$ cat src/hdl/acs_pkg.sv
// Purpose: Shared constants and types for the converter selection and start control.
// Assumes: 100 MHz system clock; converter clock is a prescaled enable pulse.
// Notes:   Selection fields travel as one packed struct.
package acs_pkg;

  // ------------------------------------------------------------------
  // Widths and counts
  // ------------------------------------------------------------------
  localparam int unsigned CHAN_W   = 5;
  localparam int unsigned REF_W    = 2;
  localparam int unsigned RES_W    = 10;
  localparam int unsigned CNT_W    = 5;
  localparam int unsigned PRESC_W  = 7;
  localparam int unsigned PSEL_W   = 3;

  localparam logic [CNT_W-1:0] CONV_NORMAL = 5'h0D;
  localparam logic [CNT_W-1:0] CONV_FIRST  = 5'h19;
  // Ticks left when the bit decisions begin (one decision per result bit).
  localparam logic [CNT_W-1:0] DECIDE_LEAD = 5'h0B;

  // ------------------------------------------------------------------
  // Values
  // ------------------------------------------------------------------
  localparam logic [RES_W-1:0]   RES_RESET  = 10'h000;
  localparam logic [RES_W-1:0]   SAR_FIRST  = 10'h200;
  localparam logic [RES_W-1:0]   FULL_SCALE = 10'h3FF;
  localparam logic [3:0]         MSB_POS    = 4'h9;
  localparam logic [PRESC_W-1:0] PRESC_RESET = 7'h00;

  typedef struct packed {
    logic [REF_W-1:0]  refsel;
    logic [CHAN_W-1:0] chan;
  } acs_sel_s;

  localparam acs_sel_s SEL_RESET = '{refsel: 2'h0, chan: 5'h00};

  typedef enum logic {
    ACS_IDLE = 1'b0,
    ACS_CONV = 1'b1
  } acs_state_e;

endpackage : acs_pkg

$ cat src/hdl/acs_prescaler.sv
// Purpose: Divides the system clock into one-cycle converter clock enables.
// Assumes: Counter runs only while the converter is enabled.
// Notes:   Restart clears the count so a trigger sees a fixed start delay.
`timescale 1ns/100ps
module acs_prescaler (
  input  wire logic                        clk_i,
  input  wire logic                        nrst_i,
  input  wire logic                        enable_i,
  input  wire logic                        restart_i,
  input  wire logic [acs_pkg::PSEL_W-1:0]  div_sel_i,
  output logic                             tick_o
);

  logic [acs_pkg::PRESC_W-1:0] count;
  logic [acs_pkg::PRESC_W-1:0] mask;

  // Division 2 for codes 0 and 1, otherwise two to the power of the code.
  function automatic logic [acs_pkg::PRESC_W-1:0] div_mask(
    input logic [acs_pkg::PSEL_W-1:0] sel);
    logic [acs_pkg::PRESC_W-1:0] m;
    m = 7'h01;
    for (int i = 2; i < 8; i++) begin
      if (sel >= 3'(i)) begin
        m[i-1] = 1'b1;
      end
    end
    return m;
  endfunction : div_mask

  assign mask = div_mask(div_sel_i);

  always_ff @(posedge clk_i or negedge nrst_i) begin
    if (!nrst_i) begin
      count <= acs_pkg::PRESC_RESET;
    end else if (!enable_i || restart_i) begin
      count <= acs_pkg::PRESC_RESET;
    end else begin
      count <= count + 7'h01;
    end
  end

  assign tick_o = enable_i && !restart_i && ((count & mask) == mask);

endmodule : acs_prescaler

$ cat src/hdl/acs_core.sv
// Purpose: Channel/reference buffering, conversion start and sequencing, sleep start.
// Assumes: Comparator pin is asynchronous; all other inputs share clk_i.
// Notes:   Converter clock is a tick enable from the prescaler.
`timescale 1ns/100ps

module acs_core (
  input  wire logic                        clk_i,
  input  wire logic                        nrst_i,
  input  wire logic                        sel_wr_i,
  input  wire acs_pkg::acs_sel_s           sel_wdata_i,
  input  wire logic                        start_wr_i,
  input  wire logic                        converter_enable_i,
  input  wire logic                        auto_trigger_enable_i,
  input  wire logic                        free_run_i,
  input  wire logic                        trigger_i,
  input  wire logic [acs_pkg::PSEL_W-1:0]  prescale_sel_i,
  input  wire logic                        done_clr_i,
  input  wire logic                        done_int_en_i,
  input  wire logic                        sleep_halt_i,
  input  wire logic                        comparator_i,
  output acs_pkg::acs_sel_s                selection_register_o,
  output acs_pkg::acs_sel_s                sel_active_o,
  output logic                             conversion_start_bit_o,
  output logic                             conversion_done_flag_o,
  output logic                             done_irq_o,
  output logic                             busy_o,
  output logic [acs_pkg::RES_W-1:0]        result_o,
  output logic [acs_pkg::RES_W-1:0]        dac_code_o
);

  // ------------------------------------------------------------------
  // State
  // ------------------------------------------------------------------
  acs_pkg::acs_state_e         state;
  acs_pkg::acs_sel_s           sel_tmp;
  acs_pkg::acs_sel_s           sel_act;
  logic                        start_bit;
  logic                        done_flag;
  logic                        irq;
  logic                        first_pending;
  logic [acs_pkg::CNT_W-1:0]   cnt;
  logic [acs_pkg::CNT_W-1:0]   conv_len;
  logic [acs_pkg::RES_W-1:0]   sar;
  logic [acs_pkg::RES_W-1:0]   result;
  logic [3:0]                  bitpos;
  logic                        cmp_meta;
  logic                        cmp_sync;
  logic                        trig_q;
  logic                        halt_q;
  logic                        tick;
  logic                        trig_edge;
  logic                        sleep_start;
  logic                        conv_start;
  logic                        done_evt;
  logic                        last_cycle;
  logic                        lock;
  logic                        decide;
  logic                        restart_free;
  logic [acs_pkg::RES_W-1:0]   next_sar;

  acs_prescaler u_presc (
    .clk_i     (clk_i),
    .nrst_i    (nrst_i),
    .enable_i  (converter_enable_i),
    .restart_i (trig_edge),
    .div_sel_i (prescale_sel_i),
    .tick_o    (tick)
  );

  // ------------------------------------------------------------------
  // Input capture
  // ------------------------------------------------------------------
  always_ff @(posedge clk_i or negedge nrst_i) begin
    if (!nrst_i) begin
      cmp_meta <= 1'b0;
      cmp_sync <= 1'b0;
    end else begin
      cmp_meta <= comparator_i;
      cmp_sync <= cmp_meta;
    end
  end

  always_ff @(posedge clk_i or negedge nrst_i) begin
    if (!nrst_i) begin
      trig_q <= 1'b0;
      halt_q <= 1'b0;
    end else begin
      trig_q <= trigger_i;
      halt_q <= sleep_halt_i;
    end
  end

  // Busy edges never start anything; the prescaler restart is gated the same way.
  assign trig_edge = auto_trigger_enable_i && converter_enable_i && trigger_i && !trig_q
                     && (state == acs_pkg::ACS_IDLE) && !start_bit;
  // Sleep start only in single mode with the completion interrupt enabled.
  assign sleep_start = sleep_halt_i && !halt_q && converter_enable_i && !auto_trigger_enable_i
                       && done_int_en_i && (state == acs_pkg::ACS_IDLE) && !start_bit;

  // ------------------------------------------------------------------
  // Conversion sequencing
  // ------------------------------------------------------------------
  assign conv_len   = first_pending ? acs_pkg::CONV_FIRST : acs_pkg::CONV_NORMAL;
  assign conv_start = tick && start_bit && (state == acs_pkg::ACS_IDLE);
  assign last_cycle = (state == acs_pkg::ACS_CONV) && (cnt == conv_len - 5'h01);
  assign done_evt   = tick && last_cycle;
  assign lock       = (state == acs_pkg::ACS_CONV) && !last_cycle;
  assign decide     = tick && (state == acs_pkg::ACS_CONV)
                      && (cnt >= conv_len - acs_pkg::DECIDE_LEAD) && !last_cycle;
  assign restart_free = auto_trigger_enable_i && free_run_i;

  always_ff @(posedge clk_i or negedge nrst_i) begin
    if (!nrst_i) begin
      state <= acs_pkg::ACS_IDLE;
      cnt   <= '0;
    end else if (!converter_enable_i) begin
      state <= acs_pkg::ACS_IDLE;
      cnt   <= '0;
    end else if (conv_start || (done_evt && restart_free)) begin
      state <= acs_pkg::ACS_CONV;
      cnt   <= '0;
    end else if (done_evt) begin
      state <= acs_pkg::ACS_IDLE;
      cnt   <= '0;
    end else if (tick && (state == acs_pkg::ACS_CONV)) begin
      cnt <= cnt + 5'h01;
    end
  end

  // The long initialising conversion follows every enable rising edge.
  always_ff @(posedge clk_i or negedge nrst_i) begin
    if (!nrst_i) begin
      first_pending <= 1'b1;
    end else if (!converter_enable_i) begin
      first_pending <= 1'b1;
    end else if (done_evt) begin
      first_pending <= 1'b0;
    end
  end

  // Start bit reads one for the whole conversion, however it began.
  always_ff @(posedge clk_i or negedge nrst_i) begin
    if (!nrst_i) begin
      start_bit <= 1'b0;
    end else if (!converter_enable_i) begin
      start_bit <= 1'b0;
    end else if (start_wr_i || trig_edge || sleep_start) begin
      start_bit <= 1'b1;
    end else if (done_evt && !restart_free) begin
      start_bit <= 1'b0;
    end
  end

  // ------------------------------------------------------------------
  // Successive approximation
  // ------------------------------------------------------------------
  // An input above reference keeps every trial bit, landing on full scale.
  always_comb begin
    next_sar = sar;
    if (!cmp_sync) begin
      next_sar[bitpos] = 1'b0;
    end
    if (bitpos != 4'h0) begin
      next_sar[bitpos - 4'h1] = 1'b1;
    end
  end

  always_ff @(posedge clk_i or negedge nrst_i) begin
    if (!nrst_i) begin
      sar    <= acs_pkg::SAR_FIRST;
      bitpos <= acs_pkg::MSB_POS;
    end else if (conv_start || done_evt) begin
      sar    <= acs_pkg::SAR_FIRST;
      bitpos <= acs_pkg::MSB_POS;
    end else if (decide) begin
      sar    <= next_sar;
      bitpos <= (bitpos == 4'h0) ? 4'h0 : bitpos - 4'h1;
    end
  end

  always_ff @(posedge clk_i or negedge nrst_i) begin
    if (!nrst_i) begin
      result <= acs_pkg::RES_RESET;
    end else if (done_evt) begin
      result <= sar;
    end
  end

  // Hardware set wins over a software clear in the same cycle.
  always_ff @(posedge clk_i or negedge nrst_i) begin
    if (!nrst_i) begin
      done_flag <= 1'b0;
    end else if (done_evt) begin
      done_flag <= 1'b1;
    end else if (done_clr_i) begin
      done_flag <= 1'b0;
    end
  end

  // Request stands while the flag is set, so an earlier wake does not lose it.
  always_ff @(posedge clk_i or negedge nrst_i) begin
    if (!nrst_i) begin
      irq <= 1'b0;
    end else begin
      irq <= (done_flag || done_evt) && done_int_en_i;
    end
  end

  // ------------------------------------------------------------------
  // Selection buffering
  // ------------------------------------------------------------------
  // Sleep halt input only starts conversions: only the enable stops the converter.
  always_ff @(posedge clk_i or negedge nrst_i) begin
    if (!nrst_i) begin
      sel_tmp <= acs_pkg::SEL_RESET;
    end else if (sel_wr_i) begin
      sel_tmp <= sel_wdata_i;
    end
  end

  always_ff @(posedge clk_i or negedge nrst_i) begin
    if (!nrst_i) begin
      sel_act <= acs_pkg::SEL_RESET;
    end else if (!lock) begin
      sel_act <= sel_tmp;
    end
  end

  assign selection_register_o   = sel_tmp;
  assign sel_active_o           = sel_act;
  assign conversion_start_bit_o = start_bit;
  assign conversion_done_flag_o = done_flag;
  assign done_irq_o             = irq;
  assign busy_o                 = state;
  assign result_o               = result;
  assign dac_code_o             = sar;

  // ------------------------------------------------------------------
  // Checks
  // ------------------------------------------------------------------
  logic [acs_pkg::CNT_W-1:0] ticks_seen;
  logic                      all_high;

  always_ff @(posedge clk_i or negedge nrst_i) begin
    if (!nrst_i) begin
      ticks_seen <= '0;
      all_high   <= 1'b1;
    end else if (conv_start || done_evt) begin
      ticks_seen <= '0;
      all_high   <= 1'b1;
    end else begin
      if (tick && (state == acs_pkg::ACS_CONV)) begin
        ticks_seen <= ticks_seen + 5'h01;
      end
      if (decide && !cmp_sync) begin
        all_high <= 1'b0;
      end
    end
  end
endmodule : acs_core

$ cat config.mk
export PLATFORM = sky130hd
export DESIGN_NAME = acs_core
export DESIGN_NICKNAME = d
export VERILOG_FILES = /design/src/hdl/acs_pkg.sv /design/src/hdl/acs_prescaler.sv /design/src/hdl/acs_core.sv
export SDC_FILE = /design/constraint.sdc
export NUM_CORES = 1
export LEC_CHECK = 0
export BUFFER_PORTS_ARGS = -buffer_cell sky130_fd_sc_hd__buf_4
export CORE_MARGIN = 8
export CORE_UTILIZATION = 48
export DETAILED_ROUTE_END_ITERATION = 16
export PLACE_DENSITY = 0.8
export SLEW_MARGIN = 20
export SYNTH_ARGS = -nofsm -noshare
export SYNTH_HDL_FRONTEND = slang
export SYNTH_SLANG_ARGS = --single-unit
$ cat constraint.sdc
create_clock -name clk_i -period 2.4 [get_ports clk_i]
set_input_delay 0.12 -clock clk_i [delete_from_list [all_inputs] [get_ports clk_i]]
set_output_delay 0.12 -clock clk_i [all_outputs]
set_load 0.02 [all_outputs]
==> qor.txt, run 1 <==
First-pass GRT wire length - 10700 um
Post-synth EDFFs - 0
Tightest Pin Transition - 0.702 ns
Max Slew Vio Count - 0
NetSw - 551 uW
DRT iter0 DRCs - 157
Synth Register Bits - 59
Biggest area consumer among synthesized cells - dfrtp_1
Dpl cell area - 0.00330 sq mm
PwrDens - 624 mW/mm^2
Synthesized instance count - 232
Fin area - 0.00360 sq mm
Die area - 0.00833 sq mm
Clock sinks - 59
Syn_area_per_cell - 11.7 sq um
Post-DP HPWL - 4400 um
Share of cells above drive strength 1 - 0.384
Largest net degree at the start of global routing - 60
Hold Fails Final Rpt - 0
Post-Syn Area - 0.00272 sq mm
Yosys warns - 0
Pre-CTS setup slack - 0.0473 ns
Max Cap Viol - 0
Sw frac - 0.246
Htree depth - 3
Wirelength per Cell - 15.5 um
Post-synth cell types - 53
Clock power frac - 0.384
Clock latency on the worst-skew pair - 0.33 ns
DRT antenna net count - 0
R2R Setup Slk - 0.07 ns
Internal power - 1.69 mW
Final nets - 341
CTS tree - done
Sum of negative setup slack - 0 ns
CTS root buffer - clkbuf_8
Grt ovf - 0
Starting density of the core - 0.494
Gpl congestion - 0.845
Worst hold start - sel_wdata_i[0]
DR pass1 iterations - 5
Reg2Reg Depth - 8
Die Span Y - 91.3 um
Worst VDD drop - 0.391 mV
Die Wd - 91.3 um
Initial antenna violation count - 0
RSZ-0062 raised after global routing - no
# diodes - 0
Comb pwr share - 0.124
Synth Flop Type - dfrtp_1
Top-count cell post-synth - dfrtp_1
Gr usage total - 0.158
Fmax - 430 MHz
Status - complete, no violations
Register share of total power - 0.492
Crit-path max FO - 3
Worst hold path depth - 2
Reg2reg start - first_pending
Synth-to-layout area growth - 32.2%
Final setup violation count - 0
CP Class - flip-flop to flip-flop
Signal arrival time at the worst endpoint - 2.55 ns
Top cells by area, synth - dfrtp_1, mux2_2, dfstp_2
CP Capture Type - flip-flop
Yosys top cell area share - 0.506
Routed WL - 6060 um
Critical R2R Capture - dac_code_o[4]
Via Count - 2116
Clock transition at path regs - 0.06 ns
Post-synth ARST share - 1.00
DRC viols - 0
Seq/Total Area, Yosys - 0.544
Fin crit share - 0.970
IO Port Bufs - 59
FP Rows - 27
Startpoint types - flip-flop
Final Core Density - 0.653
Hold Crit Class - input port to flip-flop
Number of global-route vias before repair - 2202
Period minus WS final - 2.33 ns
Leak - 1.64 nW
Max Root-Sink Buffers - 2
Post-synth top cells - dfrtp_1, mux2_2, nand2_1, nor2_1, inv_1
Synth Net Count - 260
Total power - 2.24 mW
# IOs - 60
Final WS setup - 0.0718 ns
Num CTS Buffers - 9
Worst hold endpoint - selection_register_o[0]
Vias per inst - 5.43
Clock skew - 0.00680 ns
Required time of the critical path - 2.62 ns
Core footprint - 0.00551 sq mm
Slew headroom - 0.532
-- power groups by stage --
stage	Clock [mW]	Combinational (mW)	Sequential, mW
4_1_cts	0.891	0.281	1.10
3_5_place_dp	0	0.271	1.12
6_report	0.862	0.277	1.10
2_1_floorplan	0	0.114	1.14
5_1_grt	0.937	0.305	1.11
3_3_place_gp	0	0.268	1.12
-- cell usage in the layout (no fill, tap or decap), types with 3 or more instances in the layout --
cell type	instances
a21oi_1	8
buf_4	70
clkbuf_1	4
clkbuf_8	10
dfrtp_1	55
dfstp_2	4
dlygate4sd3_1	7
ha_1	5
inv_1	9
mux2_2	23
nand2_1	16
nand2b_1	4
nand3_1	6
nand4_1	3
nor2_1	15
nor2b_1	4
nor3_1	4
o21ai_0	7
o31ai_1	3
o41ai_1	5
or3_1	4
xnor2_1	3
xor2_1	6
-- layer usage --
metal | global-route usage | routed length [um]
met1 | 0.188 | 2560
met2 | 0.245 | 2860
met3 | 0.0543 | 525
met4 | 0.0914 | 119
met5 | 0 | 0
-- layout make-up --
| type | count | area, sq um |
|---|---|---|
| inverter | 9 | 33.8 |
| clock inverter | 2 | 35.0 |
| fill | 437 | 1910 |
| multi-input combinational | 156 | 1190 |
| tap | 72 | 90.1 |
| clock buffer | 14 | 153 |
| sequential | 59 | 1480 |
| timing repair buffer | 78 | 616 |
-- worst max-delay path, stage by stage, from the launching register on --
cell and delay, ns:
dfstp_2 0.54, inv_1 0.09, ha_1 0.30, o21ai_0 0.08
o21a_1 0.20, nor2_2 0.14, nand3_2 0.11, or4_1 0.50
a32o_1 0.26
-- worst max-delay path by stage --
stage,startpoint,endpoint,slack [ns],cells past startpoint
after floorplan,first_pending,dac_code_o[4],0.09,8
after global placement,first_pending,bitpos[2],0.13,9
after detailed placement,first_pending,bitpos[2],0.05,9
after CTS,first_pending,bitpos[2],0.04,9
after global routing,first_pending,dac_code_o[4],0.005,8
final,first_pending,dac_code_o[4],0.07,8
-- sequential cells by signal (all words and copies together), names as in the netlist --
register                flops
bitpos                      4
busy_o                      1
cmp_meta                    1
cmp_sync                    1
cnt                         5
conversion_done_flag_o      1
conversion_start_bit_o      1
dac_code_o                 10
done_irq_o                  1
first_pending               1
halt_q                      1
result_o                   10
sel_active_o                7
selection_register_o        7
trig_q                      1
u_presc.count               7
-- stage by stage --
stage / std cells / hold WS [ns]
floorplan: 232 / -0.176
global placement: 367 / 0.228
detailed placement: 367 / 0.230
CTS: 390 / 0.000611
global route: 390 / 0.00916
finish: 390 / 0.0174
-- logic make-up after synthesis --
family                   count (synthesis)  synth area share
AO/OA/AOI/OAI                           46             0.137
AND/OR/NAND/NOR                         71             0.134
adder cells (fa/ha/maj)                  6            0.0276
flip-flops                              59             0.544
multiplexers                            24            0.0993
buffers and inverters                   17            0.0285
XOR/XNOR                                 9            0.0290
-- what timing repair did --
action,4_1_cts,5_1_grt
hold buffers,7,0
endpoints found under the hold margin,61,0
setup buffers,0,0
setup endpoints to repair,0,19
resized for setup,0,7
(Power assumes the default switching activity.)
==> inputs of run 2 (changes only) <==
--- a/config.mk
+++ b/config.mk
@@ -10,6 +10,7 @@
 export CORE_UTILIZATION = 48
 export DETAILED_ROUTE_END_ITERATION = 16
 export PLACE_DENSITY = 0.8
+export REMOVE_ABC_BUFFERS = 1
 export SLEW_MARGIN = 20
 export SYNTH_ARGS = -nofsm -noshare
 export SYNTH_HDL_FRONTEND = slang
==> qor.txt, run 2 (synthesis results as in run 1) <==
Status - complete, no violations
Final WS setup - 0.103 ns (+0.0312 ns)
Routed WL - 6290 um (+3.7%)
Max Root-Sink Buffers - 2 (unchanged)
Final nets - 342 (+0.29%)
Tightest Pin Transition - 0.700 ns (-0.00119 ns)
Starting density of the core - 0.494 (unchanged)
Slew headroom - 0.533 (+0.000794)
Multi-input gate area - 0.00118 sq mm (-0.32%)
Leading cell type in the layout, fill and taps excluded - buf_4
Worst VDD drop - 0.387 mV (-0.84%)
Layout Cells excl Fill - 391 (+0.26%)
Dpl cell area - 0.00331 sq mm (+0.23%)
Share of cells above drive strength 1 - 0.395 (+0.0113)
Htree depth - 3 (unchanged)
Leak - 1.64 nW (+0.24%)
Post-DP HPWL - 4420 um (+0.55%)
CTS tree - done
Fin area - 0.00360 sq mm (about the same)
Die Wd - 91.3 um (unchanged)
Via Count - 2123 (+0.33%)
Final setup violation count - 0 (unchanged)
Required time of the critical path - 2.61 ns (about the same)
Max Slew Vio Count - 0 (unchanged)
Layout fillers - 434 (-0.69%)
First-pass GRT wire length - 10600 um (-1.2%)
CP Class - flip-flop to flip-flop
Wirelength per Cell - 16.1 um (+3.4%)
CTS root buffer - clkbuf_8
Signal arrival time at the worst endpoint - 2.51 ns (-0.04 ns)
Vias per inst - 5.43 (about the same)
# IOs - 60 (unchanged)
Core footprint - 0.00551 sq mm (unchanged)
Gr usage total - 0.157 (-0.00144)
Critical path buffers and inverters - 1 (unchanged)
Initial antenna violation count - 0 (unchanged)
CP peak stage delay - 0.55 ns (about the same)
Fin crit share - 0.957 (-0.0130)
Largest net degree at the start of global routing - 60 (unchanged)
# diodes - 0 (unchanged)
Worst hold path depth - 2 (unchanged)
Die area - 0.00833 sq mm (unchanged)
Clock sinks - 59 (unchanged)
Hold Crit Class - input port to flip-flop
FP Rows - 27 (unchanged)
IO Port Bufs - 59 (unchanged)
DRT antenna net count - 0 (unchanged)
Crit-path max FO - 3 (unchanged)
Die Span Y - 91.3 um (unchanged)
Clock transition at path regs - 0.06 ns (about the same)
Worst path depth - 8 (unchanged)
Fmax - 435 MHz (+1.4%)
CP max stage cell - dfstp_2
Most frequent cells in the layout - buf_4, dfrtp_1, mux2_2
PwrDens - 633 mW/mm^2 (+1.5%)
CP cell instances - inv_2 > ha_1 > o21ai_0 > o21a_1 > nor2_2 > nand3_2 > or4_1 > a32o_1
Num CTS Buffers - 9 (unchanged)
DRT iter0 DRCs - 129 (-18%)
Max Cap Viol - 0 (unchanged)
Reg2Reg Depth - 8 (unchanged)
Hold Fails Final Rpt - 0 (unchanged)
Period minus WS final - 2.30 ns (-0.0312 ns)
CP Capture Type - flip-flop
DR pass1 iterations - 4 (-1)
Sum of negative setup slack - 0 ns (unchanged)
Gpl congestion - 0.868 (+2.7%)
DRC viols - 0 (unchanged)
Sequential cell area - 0.00148 sq mm (unchanged)
Clock latency on the worst-skew pair - 0.32 ns (about the same)
Critical path's top delay family - simple AND/OR/NAND/NOR gates
Clock skew - 0.00614 ns (-0.000662 ns)
Final Core Density - 0.654 (about the same)
Number of global-route vias before repair - 2174 (-1.3%)
Synth-to-layout area growth - 32.3% (about the same)
Startpoint types - flip-flop
Placed cells - 368 (+0.27%)
Grt ovf - 0 (unchanged)
Pre-CTS setup slack - 0.0243 ns (-0.0230 ns)
==> run 2: worst paths after layout <==
path / to / slack, ns / start
max: dac_code_o[4] / 0.10 / first_pending
min: done_irq_o / 0.03 / done_int_en_i
max reg2reg: dac_code_o[4] / 0.10 / first_pending
min reg2reg: cmp_sync / 0.35 / cmp_meta
max in group asynchronous: result_o[9] / 1.55 / nrst_i
min in group asynchronous: u_presc.count[2] / 0.40 / nrst_i
==> run 2: per-stage QoR <==
step                hold slack, ns  total power [mW]
floorplan                   -0.176              1.25
global placement             0.229              1.39
detailed placement           0.230              1.39
CTS                        0.00681              2.30
global route               0.00732              2.37
finish                      0.0259              2.28
==> run 2: per-layer routing <==
layer | wire length [um] | GRT usage
met1 | 2840 | 0.190
met2 | 3030 | 0.246
met3 | 335 | 0.0535
met4 | 75 | 0.0737
met5 | 0 | 0
==> run 2: report_power, final <==
group          total, mW  internal [mW]  switching, mW
Sequential          1.11           1.05         0.0533
Combinational      0.277          0.128          0.149
Clock              0.894          0.536          0.358
Total               2.28           1.72          0.560
==> run 2: area by class of cell <==
class,instances,area share
clock buffer,14,0.0452
clock inverter,2,0.00973
inverter,9,0.00938
multi-input combinational,156,0.329
sequential,59,0.412
tap,72,0.0250
timing repair buffer,79,0.170
==> run 2: timing repair <==
| item | 4_1_cts | 5_1_grt |
|---|---|---|
| endpoints found under the setup margin | 0 | 17 |
| endpoints found under the hold margin | 60 | 0 |
| hold buffers | 6 | 0 |
| setup buffers | 0 | 1 |
| resized for setup | 0 | 6 |
